`config.mk`:
```
export PLATFORM = sky130hd
export DESIGN_NAME = hsdma_host
export DESIGN_NICKNAME = d
export VERILOG_FILES = /design/src/hsdma_pkg.sv /design/src/hsdma_xfer_regs.sv /design/src/hsdma_host.sv
export SDC_FILE = /design/constraint.sdc
export NUM_CORES = 1
export LEC_CHECK = 0
export BUFFER_PORTS_ARGS = -buffer_cell sky130_fd_sc_hd__buf_2
export CORE_UTILIZATION = 26
export CTS_CLUSTER_DIAMETER = 80
export CTS_CLUSTER_SIZE = 16
export DETAILED_ROUTE_END_ITERATION = 10
export PLACE_DENSITY = 0.52
export SETUP_SLACK_MARGIN = 0.05
export SYNTH_ARGS = -nofsm -noshare
export SYNTH_HDL_FRONTEND = slang
export SYNTH_SLANG_ARGS = --single-unit
```
`constraint.sdc`:
```
create_clock -name clock -period 3.6 [get_ports clock]
set_input_delay 0.54 -clock clock [delete_from_list [all_inputs] [get_ports clock]]
set_output_delay 0.54 -clock clock [all_outputs]
set_load 0.005 [all_outputs]
```
`src/hsdma_pkg.sv`:
```
package hsdma_pkg;

  // Host I/O addresses of the transfer registers (byte lanes)
  localparam logic [3:0] XFER_LO  = 4'h0;
  localparam logic [3:0] XFER_MID = 4'h1;
  localparam logic [3:0] XFER_HI  = 4'h2;
  // Host I/O addresses for slave control, status and interrupt count
  localparam logic [3:0] SEL_SLAVE = 4'h4;
  localparam logic [3:0] LOCKOUT   = 4'h5;
  localparam logic [3:0] SLV_RESET = 4'h6;
  localparam logic [3:0] STATUS    = 4'h7;
  localparam logic [3:0] IRQ_LO    = 4'h8;
  localparam logic [3:0] IRQ_HI    = 4'h9;

  // Slave internal bus addresses of the transfer register
  localparam logic [4:0] SLV_BUS_RD_ADDR = 5'h1F;
  localparam logic [4:0] SLV_BUS_WR_ADDR = 5'h1E;

  // Acknowledge timeout for a slave access, and expected interrupt count
  localparam int unsigned CLK_MHZ       = 125;
  localparam int unsigned ACK_TIMEOUT_US = 10;
  localparam int unsigned ACK_TIMEOUT_CYC = ACK_TIMEOUT_US * CLK_MHZ;
  localparam int unsigned IRQ_EXPECTED  = 1000;

  localparam logic [7:0]  RESET_BYTE  = 8'h00;
  localparam logic [1:0]  RESET_SEL   = 2'h0;

  typedef enum {SA_IDLE, SA_REQ, SA_WRITE, SA_READ, SA_RELEASE} hsdma_state_e;

  // Host-side I/O request
  typedef struct packed {
    logic       wr;
    logic       rd;
    logic [3:0] addr;
    logic [7:0] data;
  } hsdma_io_s;

  // Slave memory access request
  typedef struct packed {
    logic        start;
    logic [15:0] addr;
    logic [7:0]  data;
  } hsdma_mem_s;

endpackage

```
`src/hsdma_xfer_regs.sv`:
```
`timescale 1ns/1ps
// Three byte-wide transfer registers for one direction
module hsdma_xfer_regs (
  input  wire logic        clock,
  input  wire logic        rstn,
  input  wire logic        wrEn,
  input  wire logic [1:0]  wrSel,
  input  wire logic [7:0]  wrData,
  input  wire logic [1:0]  rdSel,
  output logic      [7:0]  rdData_q,
  output logic      [23:0] word_q
);

  ////////////////////////////////////////////////////////////////////////
  // Byte writes
  always_ff @(posedge clock or negedge rstn) begin
    if (!rstn) begin
      word_q <= 24'h000000;
    end else if (wrEn && wrSel != 2'h3) begin  // No fourth lane to write
      word_q[wrSel*8 +: 8] <= wrData;
    end
  end

  // Registered read port
  always_ff @(posedge clock or negedge rstn) begin
    if (!rstn) begin
      rdData_q <= 8'h00;
    end else begin
      rdData_q <= (rdSel == 2'h3) ? 8'h00 : word_q[rdSel*8 +: 8];
    end
  end

endmodule

```
`src/hsdma_host.sv`:
```
`timescale 1ns/1ps
// Operation
// - Decode slave select, drive one request low
// - Never two bus requests at once
// - No acknowledge after access means bus error
// - Acknowledged but wrong readback means data error
// - Assert lockout before slave memory accesses
// - Release reset, take bus, load, pulse reset
// - Count interrupts, fail on miscount when checked
// - Three byte registers per direction, I/O decoded
module hsdma_host (
  input  wire logic              clock,
  input  wire logic              rstn,
  input  wire hsdma_pkg::hsdma_io_s  io,
  output logic      [7:0]        ioRdData,
  input  wire hsdma_pkg::hsdma_mem_s memReq,
  output logic                   memBusy,
  output logic                   memDone_q,
  output logic                   busError_q,
  output logic                   dataError_q,
  output logic      [7:0]        memRdData_q,
  output logic                   slave0_bus_request_n,
  output logic                   slave1_bus_request_n,
  input  wire logic              slave_bus_granted_n,
  input  wire logic              slave_transfer_ack_n,
  output logic      [15:0]       slvAddr_q,
  output logic      [7:0]        slvWrData_q,
  output logic                   slvWrite_q,
  output logic                   slvRead_q,
  input  wire logic [7:0]        slvRdData,
  output logic                   lockout_n,
  output logic                   slaveReset_n,
  input  wire logic              slave0_irq_n,
  input  wire logic              slave1_irq_n,
  input  wire logic              irqCheck,
  output logic                   irqCountOk,
  output logic      [23:0]       toSlaveWord,
  input  wire logic              slaveXferWr,
  input  wire logic [1:0]        slaveXferSel,
  input  wire logic [7:0]        slaveXferData
);

  ////////////////////////////////////////////////////////////////////////
  // I/O decode
  wire selWr    = io.wr && (io.addr == hsdma_pkg::SEL_SLAVE);
  wire lockWr   = io.wr && (io.addr == hsdma_pkg::LOCKOUT);
  wire rstWr    = io.wr && (io.addr == hsdma_pkg::SLV_RESET);
  wire xferHit  = (io.addr <= hsdma_pkg::XFER_HI);
  wire xferWr   = io.wr && xferHit;

  logic       sel_q;
  logic       selValid_q;
  logic       lock_q;
  logic       rst_q;
  logic [15:0] irqCnt_q;
  logic [1:0] irqSync_q;
  logic [7:0] fromSlaveByte;
  logic [23:0] fromSlaveWord;
  hsdma_pkg::hsdma_state_e state_q;
  logic [31:0] tmo_q;

  // Host-to-slave and slave-to-host byte banks
  hsdma_xfer_regs u_toSlave (
    .clock    (clock),
    .rstn     (rstn),
    .wrEn     (xferWr),
    .wrSel    (io.addr[1:0]),
    .wrData   (io.data),
    .rdSel    (2'h3),
    .rdData_q (),
    .word_q   (toSlaveWord)
  );
  hsdma_xfer_regs u_fromSlave (
    .clock    (clock),
    .rstn     (rstn),
    .wrEn     (slaveXferWr),
    .wrSel    (slaveXferSel),
    .wrData   (slaveXferData),
    .rdSel    (io.addr[1:0]),
    .rdData_q (fromSlaveByte),
    .word_q   (fromSlaveWord)
  );

  ////////////////////////////////////////////////////////////////////////
  // Control bits: slave select, lockout, slave reset
  always_ff @(posedge clock or negedge rstn) begin
    if (!rstn) begin
      sel_q      <= 1'b0;
      selValid_q <= 1'b0;
      lock_q     <= 1'b0;
      rst_q      <= 1'b0;
    end else begin
      if (selWr && state_q == hsdma_pkg::SA_IDLE) begin
        sel_q      <= io.data[0];
        selValid_q <= 1'b1;
      end
      if (lockWr) lock_q <= io.data[0];
      if (rstWr) rst_q <= io.data[0];
    end
  end

  assign lockout_n    = ~lock_q;
  assign slaveReset_n = rst_q;

  // One request line only, never both
  wire reqActive = (state_q != hsdma_pkg::SA_IDLE) && (state_q != hsdma_pkg::SA_RELEASE);
  assign slave0_bus_request_n = ~(reqActive && !sel_q);
  assign slave1_bus_request_n = ~(reqActive &&  sel_q);
  assign memBusy = (state_q != hsdma_pkg::SA_IDLE);

  ////////////////////////////////////////////////////////////////////////
  // Slave memory access sequencer: write, then read back and compare
  wire tmoHit = (tmo_q == 32'(hsdma_pkg::ACK_TIMEOUT_CYC));
  wire ackLow = !slave_transfer_ack_n;
  wire canStart = memReq.start && selValid_q && lock_q && slave_bus_granted_n;

  always_ff @(posedge clock or negedge rstn) begin
    if (!rstn) begin
      state_q     <= hsdma_pkg::SA_IDLE;
      tmo_q       <= 32'h00000000;
      slvAddr_q   <= 16'h0000;
      slvWrData_q <= 8'h00;
      slvWrite_q  <= 1'b0;
      slvRead_q   <= 1'b0;
      memDone_q   <= 1'b0;
      busError_q  <= 1'b0;
      dataError_q <= 1'b0;
      memRdData_q <= 8'h00;
    end else begin
      memDone_q <= 1'b0;
      case (state_q)
        hsdma_pkg::SA_IDLE: begin
          tmo_q <= 32'h00000000;
          if (canStart) begin
            slvAddr_q   <= memReq.addr;
            slvWrData_q <= memReq.data;
            busError_q  <= 1'b0;
            dataError_q <= 1'b0;
            state_q     <= hsdma_pkg::SA_REQ;
          end
        end
        hsdma_pkg::SA_REQ: begin
          tmo_q <= tmo_q + 32'h1;
          if (!slave_bus_granted_n) begin
            slvWrite_q <= 1'b1;
            tmo_q      <= 32'h00000000;
            state_q    <= hsdma_pkg::SA_WRITE;
          end else if (tmoHit) begin
            busError_q <= 1'b1;
            state_q    <= hsdma_pkg::SA_RELEASE;
          end
        end
        hsdma_pkg::SA_WRITE: begin
          tmo_q <= tmo_q + 32'h1;
          if (ackLow) begin
            slvWrite_q <= 1'b0;
            slvRead_q  <= 1'b1;
            tmo_q      <= 32'h00000000;
            state_q    <= hsdma_pkg::SA_READ;
          end else if (tmoHit) begin
            slvWrite_q <= 1'b0;
            busError_q <= 1'b1;
            state_q    <= hsdma_pkg::SA_RELEASE;
          end
        end
        hsdma_pkg::SA_READ: begin
          tmo_q <= tmo_q + 32'h1;
          if (ackLow && !slvWrite_q && tmo_q != 32'h0) begin
            slvRead_q   <= 1'b0;
            memRdData_q <= slvRdData;
            dataError_q <= (slvRdData != slvWrData_q);
            state_q     <= hsdma_pkg::SA_RELEASE;
          end else if (tmoHit) begin
            slvRead_q  <= 1'b0;
            busError_q <= 1'b1;
            state_q    <= hsdma_pkg::SA_RELEASE;
          end
        end
        hsdma_pkg::SA_RELEASE: begin
          // Wait for grant to drop before the next request
          if (slave_bus_granted_n) begin
            memDone_q <= 1'b1;
            state_q   <= hsdma_pkg::SA_IDLE;
          end
        end
        default: state_q <= hsdma_pkg::SA_IDLE;
      endcase
    end
  end

  ////////////////////////////////////////////////////////////////////////
  // Interrupt counting; both slaves share the counter
  wire irqAny = !(slave0_irq_n && slave1_irq_n);
  logic irqPrev_q;
  always_ff @(posedge clock or negedge rstn) begin
    if (!rstn) begin
      irqSync_q <= 2'b00;
      irqPrev_q <= 1'b0;
      irqCnt_q  <= 16'h0000;
    end else begin
      irqSync_q <= {irqSync_q[0], irqAny};
      irqPrev_q <= irqSync_q[1];
      if (rstWr && !io.data[0]) irqCnt_q <= 16'h0000;
      else if (irqSync_q[1] && !irqPrev_q) irqCnt_q <= irqCnt_q + 16'h1;
    end
  end
  assign irqCountOk = irqCheck && (irqCnt_q == 16'(hsdma_pkg::IRQ_EXPECTED));

  ////////////////////////////////////////////////////////////////////////
  // Read mux
  wire [7:0] statusByte = {5'h00, dataError_q, busError_q, memBusy};
  assign ioRdData = xferHit ? fromSlaveByte :
                    (io.addr == hsdma_pkg::STATUS) ? statusByte :
                    (io.addr == hsdma_pkg::IRQ_LO) ? irqCnt_q[7:0] :
                    (io.addr == hsdma_pkg::IRQ_HI) ? irqCnt_q[15:8] : 8'h00;

endmodule

```
* After elaboration in Yosys (flattened, before gate mapping)
Index checks and enable logic that the tools add are counted.
W data, S select, Z words.
** Storage, ports and cells
- Memories :: 0
- Bits of input ports :: 65
- Output and inout port bits :: 75
- Memory bits (read-only) :: 0
- Logic and storage cells :: 137
- Bits in registers :: 180
- Memory bits (writable) :: 0
- Bits in latches :: 0
** Cells by class
- Multiplexer cells :: 36
- Reductions and logical operators :: 41
- $mul :: 0
- $add $sub $neg :: 4
- Div/mod/pow operators :: 0
- Order comparisons :: 1
- Shift operators :: 5
- Bitwise operators :: 3
- Equal/unequal tests :: 27
** Operator list (count)
- $mux W32 :: 8
- $pmux W32 S5 :: 1
- $pmux W32 S4 :: 1
- $neg A5 Y34 :: 2
- $shift A8 B34 Y24 const A :: 2
- $shiftx A8 B34 Y24 :: 2
- $eq A32 B2 Y1 const B :: 2
- $logic_not A32 Y1 :: 2
- $reduce_bool A32 Y1 :: 2
- $bwmux W24 :: 2
- $mux W8 :: 5
- $add A32 B1 Y32 const B :: 1
- $eq A32 B1 Y1 const B :: 1
- $eq A32 B11 Y1 const B :: 1
- $eq A32 B3 Y1 const B :: 1
- $mux W16 :: 2
- $ne A32 B4 Y1 const B :: 1
- $shiftx A24 B6 Y8 :: 1
- $ne A2 B2 Y1 const B :: 10
- $logic_and A1 B1 Y1 :: 19
- $add A16 B1 Y16 const B :: 1
- $eq A16 B10 Y1 const B :: 1
- $eq A4 B3 Y1 const B :: 4
- $mux W1 :: 13
- 14 further kinds :: 32

* Longest topological paths before layout
- Word-level depth :: 5
- Gate-level depth with buffers :: 10

* Hierarchy
From an unflattened synthesis, not the netlist that was laid out.
** Second synthesis, totals
- Cell total of the unflattened synthesis :: 817
- Area total of the unflattened synthesis :: 9175.0 um2
** Modules (own cells, without submodules)
- hsdma_host :: sequential area each 3103.0 um2, instances 1, area each 5952.0 um2, cells each 565
- hsdma_xfer_regs at u_toSlave :: sequential area each 800.8 um2, instances 1, area each 1645.3 um2, cells each 141
- hsdma_xfer_regs at u_fromSlave :: sequential area each 800.8 um2, instances 1, area each 1577.8 um2, cells each 111

* Worst setup path before layout
No wires, ideal clock.
- Path kind :: input -> output
- From :: input io[9] in the netlist's numbering
- To :: output ioRdData[3]
- Cell stages on the path :: 8
- Buffers on the path :: 3
- Data arrival time :: 2.008 ns
- Setup slack :: 1.052 ns
- Path through :: clkbuf_1 inv_1 ha_1 clkbuf_1 buf_1 nor2_1 a21oi_1 o21ai_0
** On the way
- Longest elaborated chain between the ends :: 5
- Elaborated cells between the ends (all ways) :: 8
** Ends and longest elaborated chain
- from (decl) :: RTL line hsdma_host.sv:14 : input wire hsdma_pkg::hsdma_io_s io,
- $eq A4 B4 Y1 :: RTL line hsdma_host.sv:215 : (io.addr == hsdma_pkg::IRQ_HI) ? irqCnt_q[15:8] : 8'h00;
- $mux W8 :: RTL line hsdma_host.sv:215
- $mux W8 :: RTL line hsdma_host.sv:214 : (io.addr == hsdma_pkg::IRQ_LO) ? irqCnt_q[7:0] :
- $mux W8 :: RTL line hsdma_host.sv:213 : (io.addr == hsdma_pkg::STATUS) ? statusByte :
- $mux W8 (*) :: RTL line hsdma_host.sv:212 : assign ioRdData = xferHit ? fromSlaveByte :
- to (decl) :: RTL line hsdma_host.sv:15 : output logic [7:0] ioRdData,
Mark *: on every way between the ends. The rest lies on a longest branch, timed or not.

* Worst setup path after layout
- From :: register state_q[3]
- To :: output ioRdData[0]
** On the way
- Longest elaborated chain between the ends :: 3
** Ends and longest elaborated chain
- from (decl) :: RTL line hsdma_host.sv:59 : hsdma_pkg::hsdma_state_e state_q;
- from (signal assigned) :: RTL line hsdma_host.sv:119 : state_q <= hsdma_pkg::SA_IDLE;
- from (signal assigned) :: RTL line hsdma_host.sv:139 : state_q <= hsdma_pkg::SA_REQ;
- from (signal assigned) :: RTL line hsdma_host.sv:147 : state_q <= hsdma_pkg::SA_WRITE;
- $reduce_bool A32 Y1 :: RTL line hsdma_host.sv:109 : assign memBusy = (state_q != hsdma_pkg::SA_IDLE);
- $mux W8 :: RTL line hsdma_host.sv:213
- $mux W8 :: RTL line hsdma_host.sv:212
Every way passes these cells.

==> results.json <==
{
  "antenna_found_initial": 1,
  "crit_fanout": 6,
  "synthDistinctLibCells": 56,
  "die_h_um": 180,
  "power_frac_seq": 0.506,
  "synth-seq-cells": 180,
  "hold_buffers": 0,
  "ys_seq_area_frac": 0.550,
  "cts_root_buf": "clkbuf_16",
  "finalHoldViolations": 0,
  "met1_usage": 0.181,
  "grt_max_degree": 90,
  "io_buffers": 138,
  "coreArea_um2": 30800,
  "drc": 0,
  "switching_share": 0.280,
  "area_delta_synth_final_pct": 22.7,
  "cts_resized": 0,
  "dieArea_um2": 32200,
  "initial_core_util": 0.266,
  "ys_top_cells_by_count": "180 x dfrtp_1, 82 x o21ai_0, 59 x nor2_1",
  "multiInputGateArea_um2": 3490,
  "htree_levels": 4,
  "avgSynthCellArea_um2": 10.4,
  "synth_most_common_cell": "dfrtp_1",
  "fp-row-count": 64,
  "routed_wl_mm": 20.8,
  "power.leakage_nw": 4.73,
  "first_global_vias": 6405,
  "grt_pass1_wl_mm": 34.5,
  "synth_flop_cell": "dfrtp_1",
  "gp_congestion": 0.817,
  "drt-pass1-iter-count": 7,
  "critPathLaunchType": "flip-flop",
  "instances_no_fill": 1360,
  "pwr-share-comb": 0.103,
  "route.vias.total": 6479,
  "fin_skew_ps": 15.8,
  "cp_data_required_time_ps": 3060,
  "mappedNetlistArea_um2": 8200,
  "drv_slew": 0,
  "top_usage_layer": "met2",
  "yosys_warnings": 0,
  "drive_gt1_frac": 0.242,
  "grt_setup_unrepaired": "no",
  "io_pins": 140,
  "yosysTopAreaCellShare": 0.550,
  "tightest_slew_ps": 763,
  "clock_sinks": 180,
  "cts_buffers": 17,
  "cts_setup_buffers": 0,
  "synth-edff-count": 0,
  "register_area_um2": 4500,
  "slew_headroom": 0.490,
  "grt-ovfl-total": 0,
  "crit_type": "flip-flop to output port",
  "peakVddDrop_v": 0.000282,
  "drtIter0Drc": 426,
  "hpwl_mm": 14.4,
  "hp-class": "input pin to async pin",
  "routedWlPerCell_um": 15.3,
  "path_clk_slew_ps": 70,
  "met2_usage": 0.208,
  "yosysTopAreaCell": "dfrtp_1",
  "p_int_mw": 3.33,
  "maxCapViolations": 0,
  "met3_usage": 0.0302,
  "tns_ps": 0,
  "placedCellCount": 1328,
  "syn_inst": 790,
  "clkPwrFrac": 0.391,
  "synth_area_leaders": "dfrtp_1 55%, o21ai_0 5.0%, mux2_2 3.8%",
  "fin_nets": 1030,
  "end_kind": "output port",
  "avgViaCountPerCell": 4.76,
  "switchingPower_mw": 1.30,
  "ant_nets": 0,
  "grt_util_all_layers": 0.133,
  "fillers": 3162,
  "arrival_ps": 2380,
  "powerDensity_nw_per_um2": 460,
  "fin_crit_ps": 2920,
  "die_w_um": 180,
  "cts_tree": "yes",
  "insertion_delay_ps": 440,
  "clock_path_buffers": 2,
  "synthArstFlopShare": 1.00,
  "n_antenna_cell": 0,
  "timing.final.crit_share": 0.810,
  "final-setup-viol-count": 0,
  "fmax_mhz": 343,
  "status": "completed"
}
worst max-delay path: stages, from the launching register on:
cell     delay, ps
dfrtp_1        370
nor4_1         330
nand2_1        200
nor3_2         440
nand2_1        130
a221o_1        330
buf_2          150
metal layers:
metal | routed length, µm | up-vias
met5 | 10 | -
met4 | 427 | 2
met3 | 943 | 26
met2 | 9420 | 171
met1 | 10000 | 3150
li1 | - | 3130
layout make-up:
type                       count  area share
clock buffer                  18      0.0427
clock inverter                14      0.0133
inverter                      40      0.0149
multi-input combinational    557       0.347
sequential                   180       0.448
tap                          396      0.0493
timing repair buffer         155      0.0847
power groups by stage:
stage | Sequential, mW | Clock, mW | Combinational [mW]
2_1_floorplan | 2.34 | 0 | 0.236
3_3_place_gp | 2.38 | 0 | 0.475
3_5_place_dp | 2.38 | 0 | 0.482
4_1_cts | 2.34 | 1.86 | 0.484
5_1_grt | 2.37 | 1.94 | 0.547
6_report | 2.34 | 1.81 | 0.475
layout by cell type, fill, tap and decap left out, drive strengths merged, types with 4 or more instances in the layout:
cell type,instances
a22o,16
nand2,54
o21ai,82
clkbuf,19
o31ai,16
conb,29
a31oi,11
and3,14
or3,4
nor4,18
xnor2,13
nor2b,5
ha,14
dfrtp,180
mux2i,9
a22oi,4
a21oi,26
and2,5
nand3,52
xor2,9
nor3,8
nor2,59
nand2b,6
buf,154
nand4,25
inv,50
or4,5
mux2,35
registers in the layout (all words and copies together), names as in the netlist:
signal                cells
lock_q                    1
memRdData_q               8
selValid_q                1
dataError_q               1
irqCnt_q                 16
tmo_q                    32
slvAddr_q                16
u_fromSlave.rdData_q      8
slvWrData_q               8
u_fromSlave.word_q       24
busError_q                1
slvRead_q                 1
u_toSlave.word_q         24
slvWrite_q                1
sel_q                     1
slaveReset_n              1
irqSync_q                 2
memDone_q                 1
state_q                  32
irqPrev_q                 1
per-stage QoR:
step           setup slack, ps  hold WS (ps)  power [mW]   util  area [µm²]
6_report                   684           157        4.62  0.326       10100
5_1_grt                    455           222        4.85  0.326       10100
4_1_cts                    618           208        4.68  0.326       10100
3_5_place_dp               841           336        2.86  0.308        9500
3_3_place_gp               873           334        2.85  0.308        9500
2_1_floorplan             1050           244        2.58      -        8300
cells by family after synthesis:
group	Yosys count	synth area share
compound gates	175	0.130
xor+xnor	22	0.0235
fa+ha+maj	14	0.0214
buf+inv	81	0.0383
flops	180	0.550
mux	44	0.0623
other cells	1	0.000458
simple gates	273	0.174
worst paths after layout:
kind | from | end | depth (start not counted) | slack (ps)
max | state_q[3] | ioRdData[0] | 6 | 680
min | rstn | u_toSlave.word_q[13] | 1 | 160
max reg2reg | tmo_q[0] | memRdData_q[7] | 6 | 910
min reg2reg | irqSync_q[0] | irqSync_q[1] | 0 | 350
max in group asynchronous | rstn | tmo_q[31] | 2 | 2680
min in group clock | slave1_irq_n | irqSync_q[0] | 2 | 280
(Power assumes the default switching activity.)
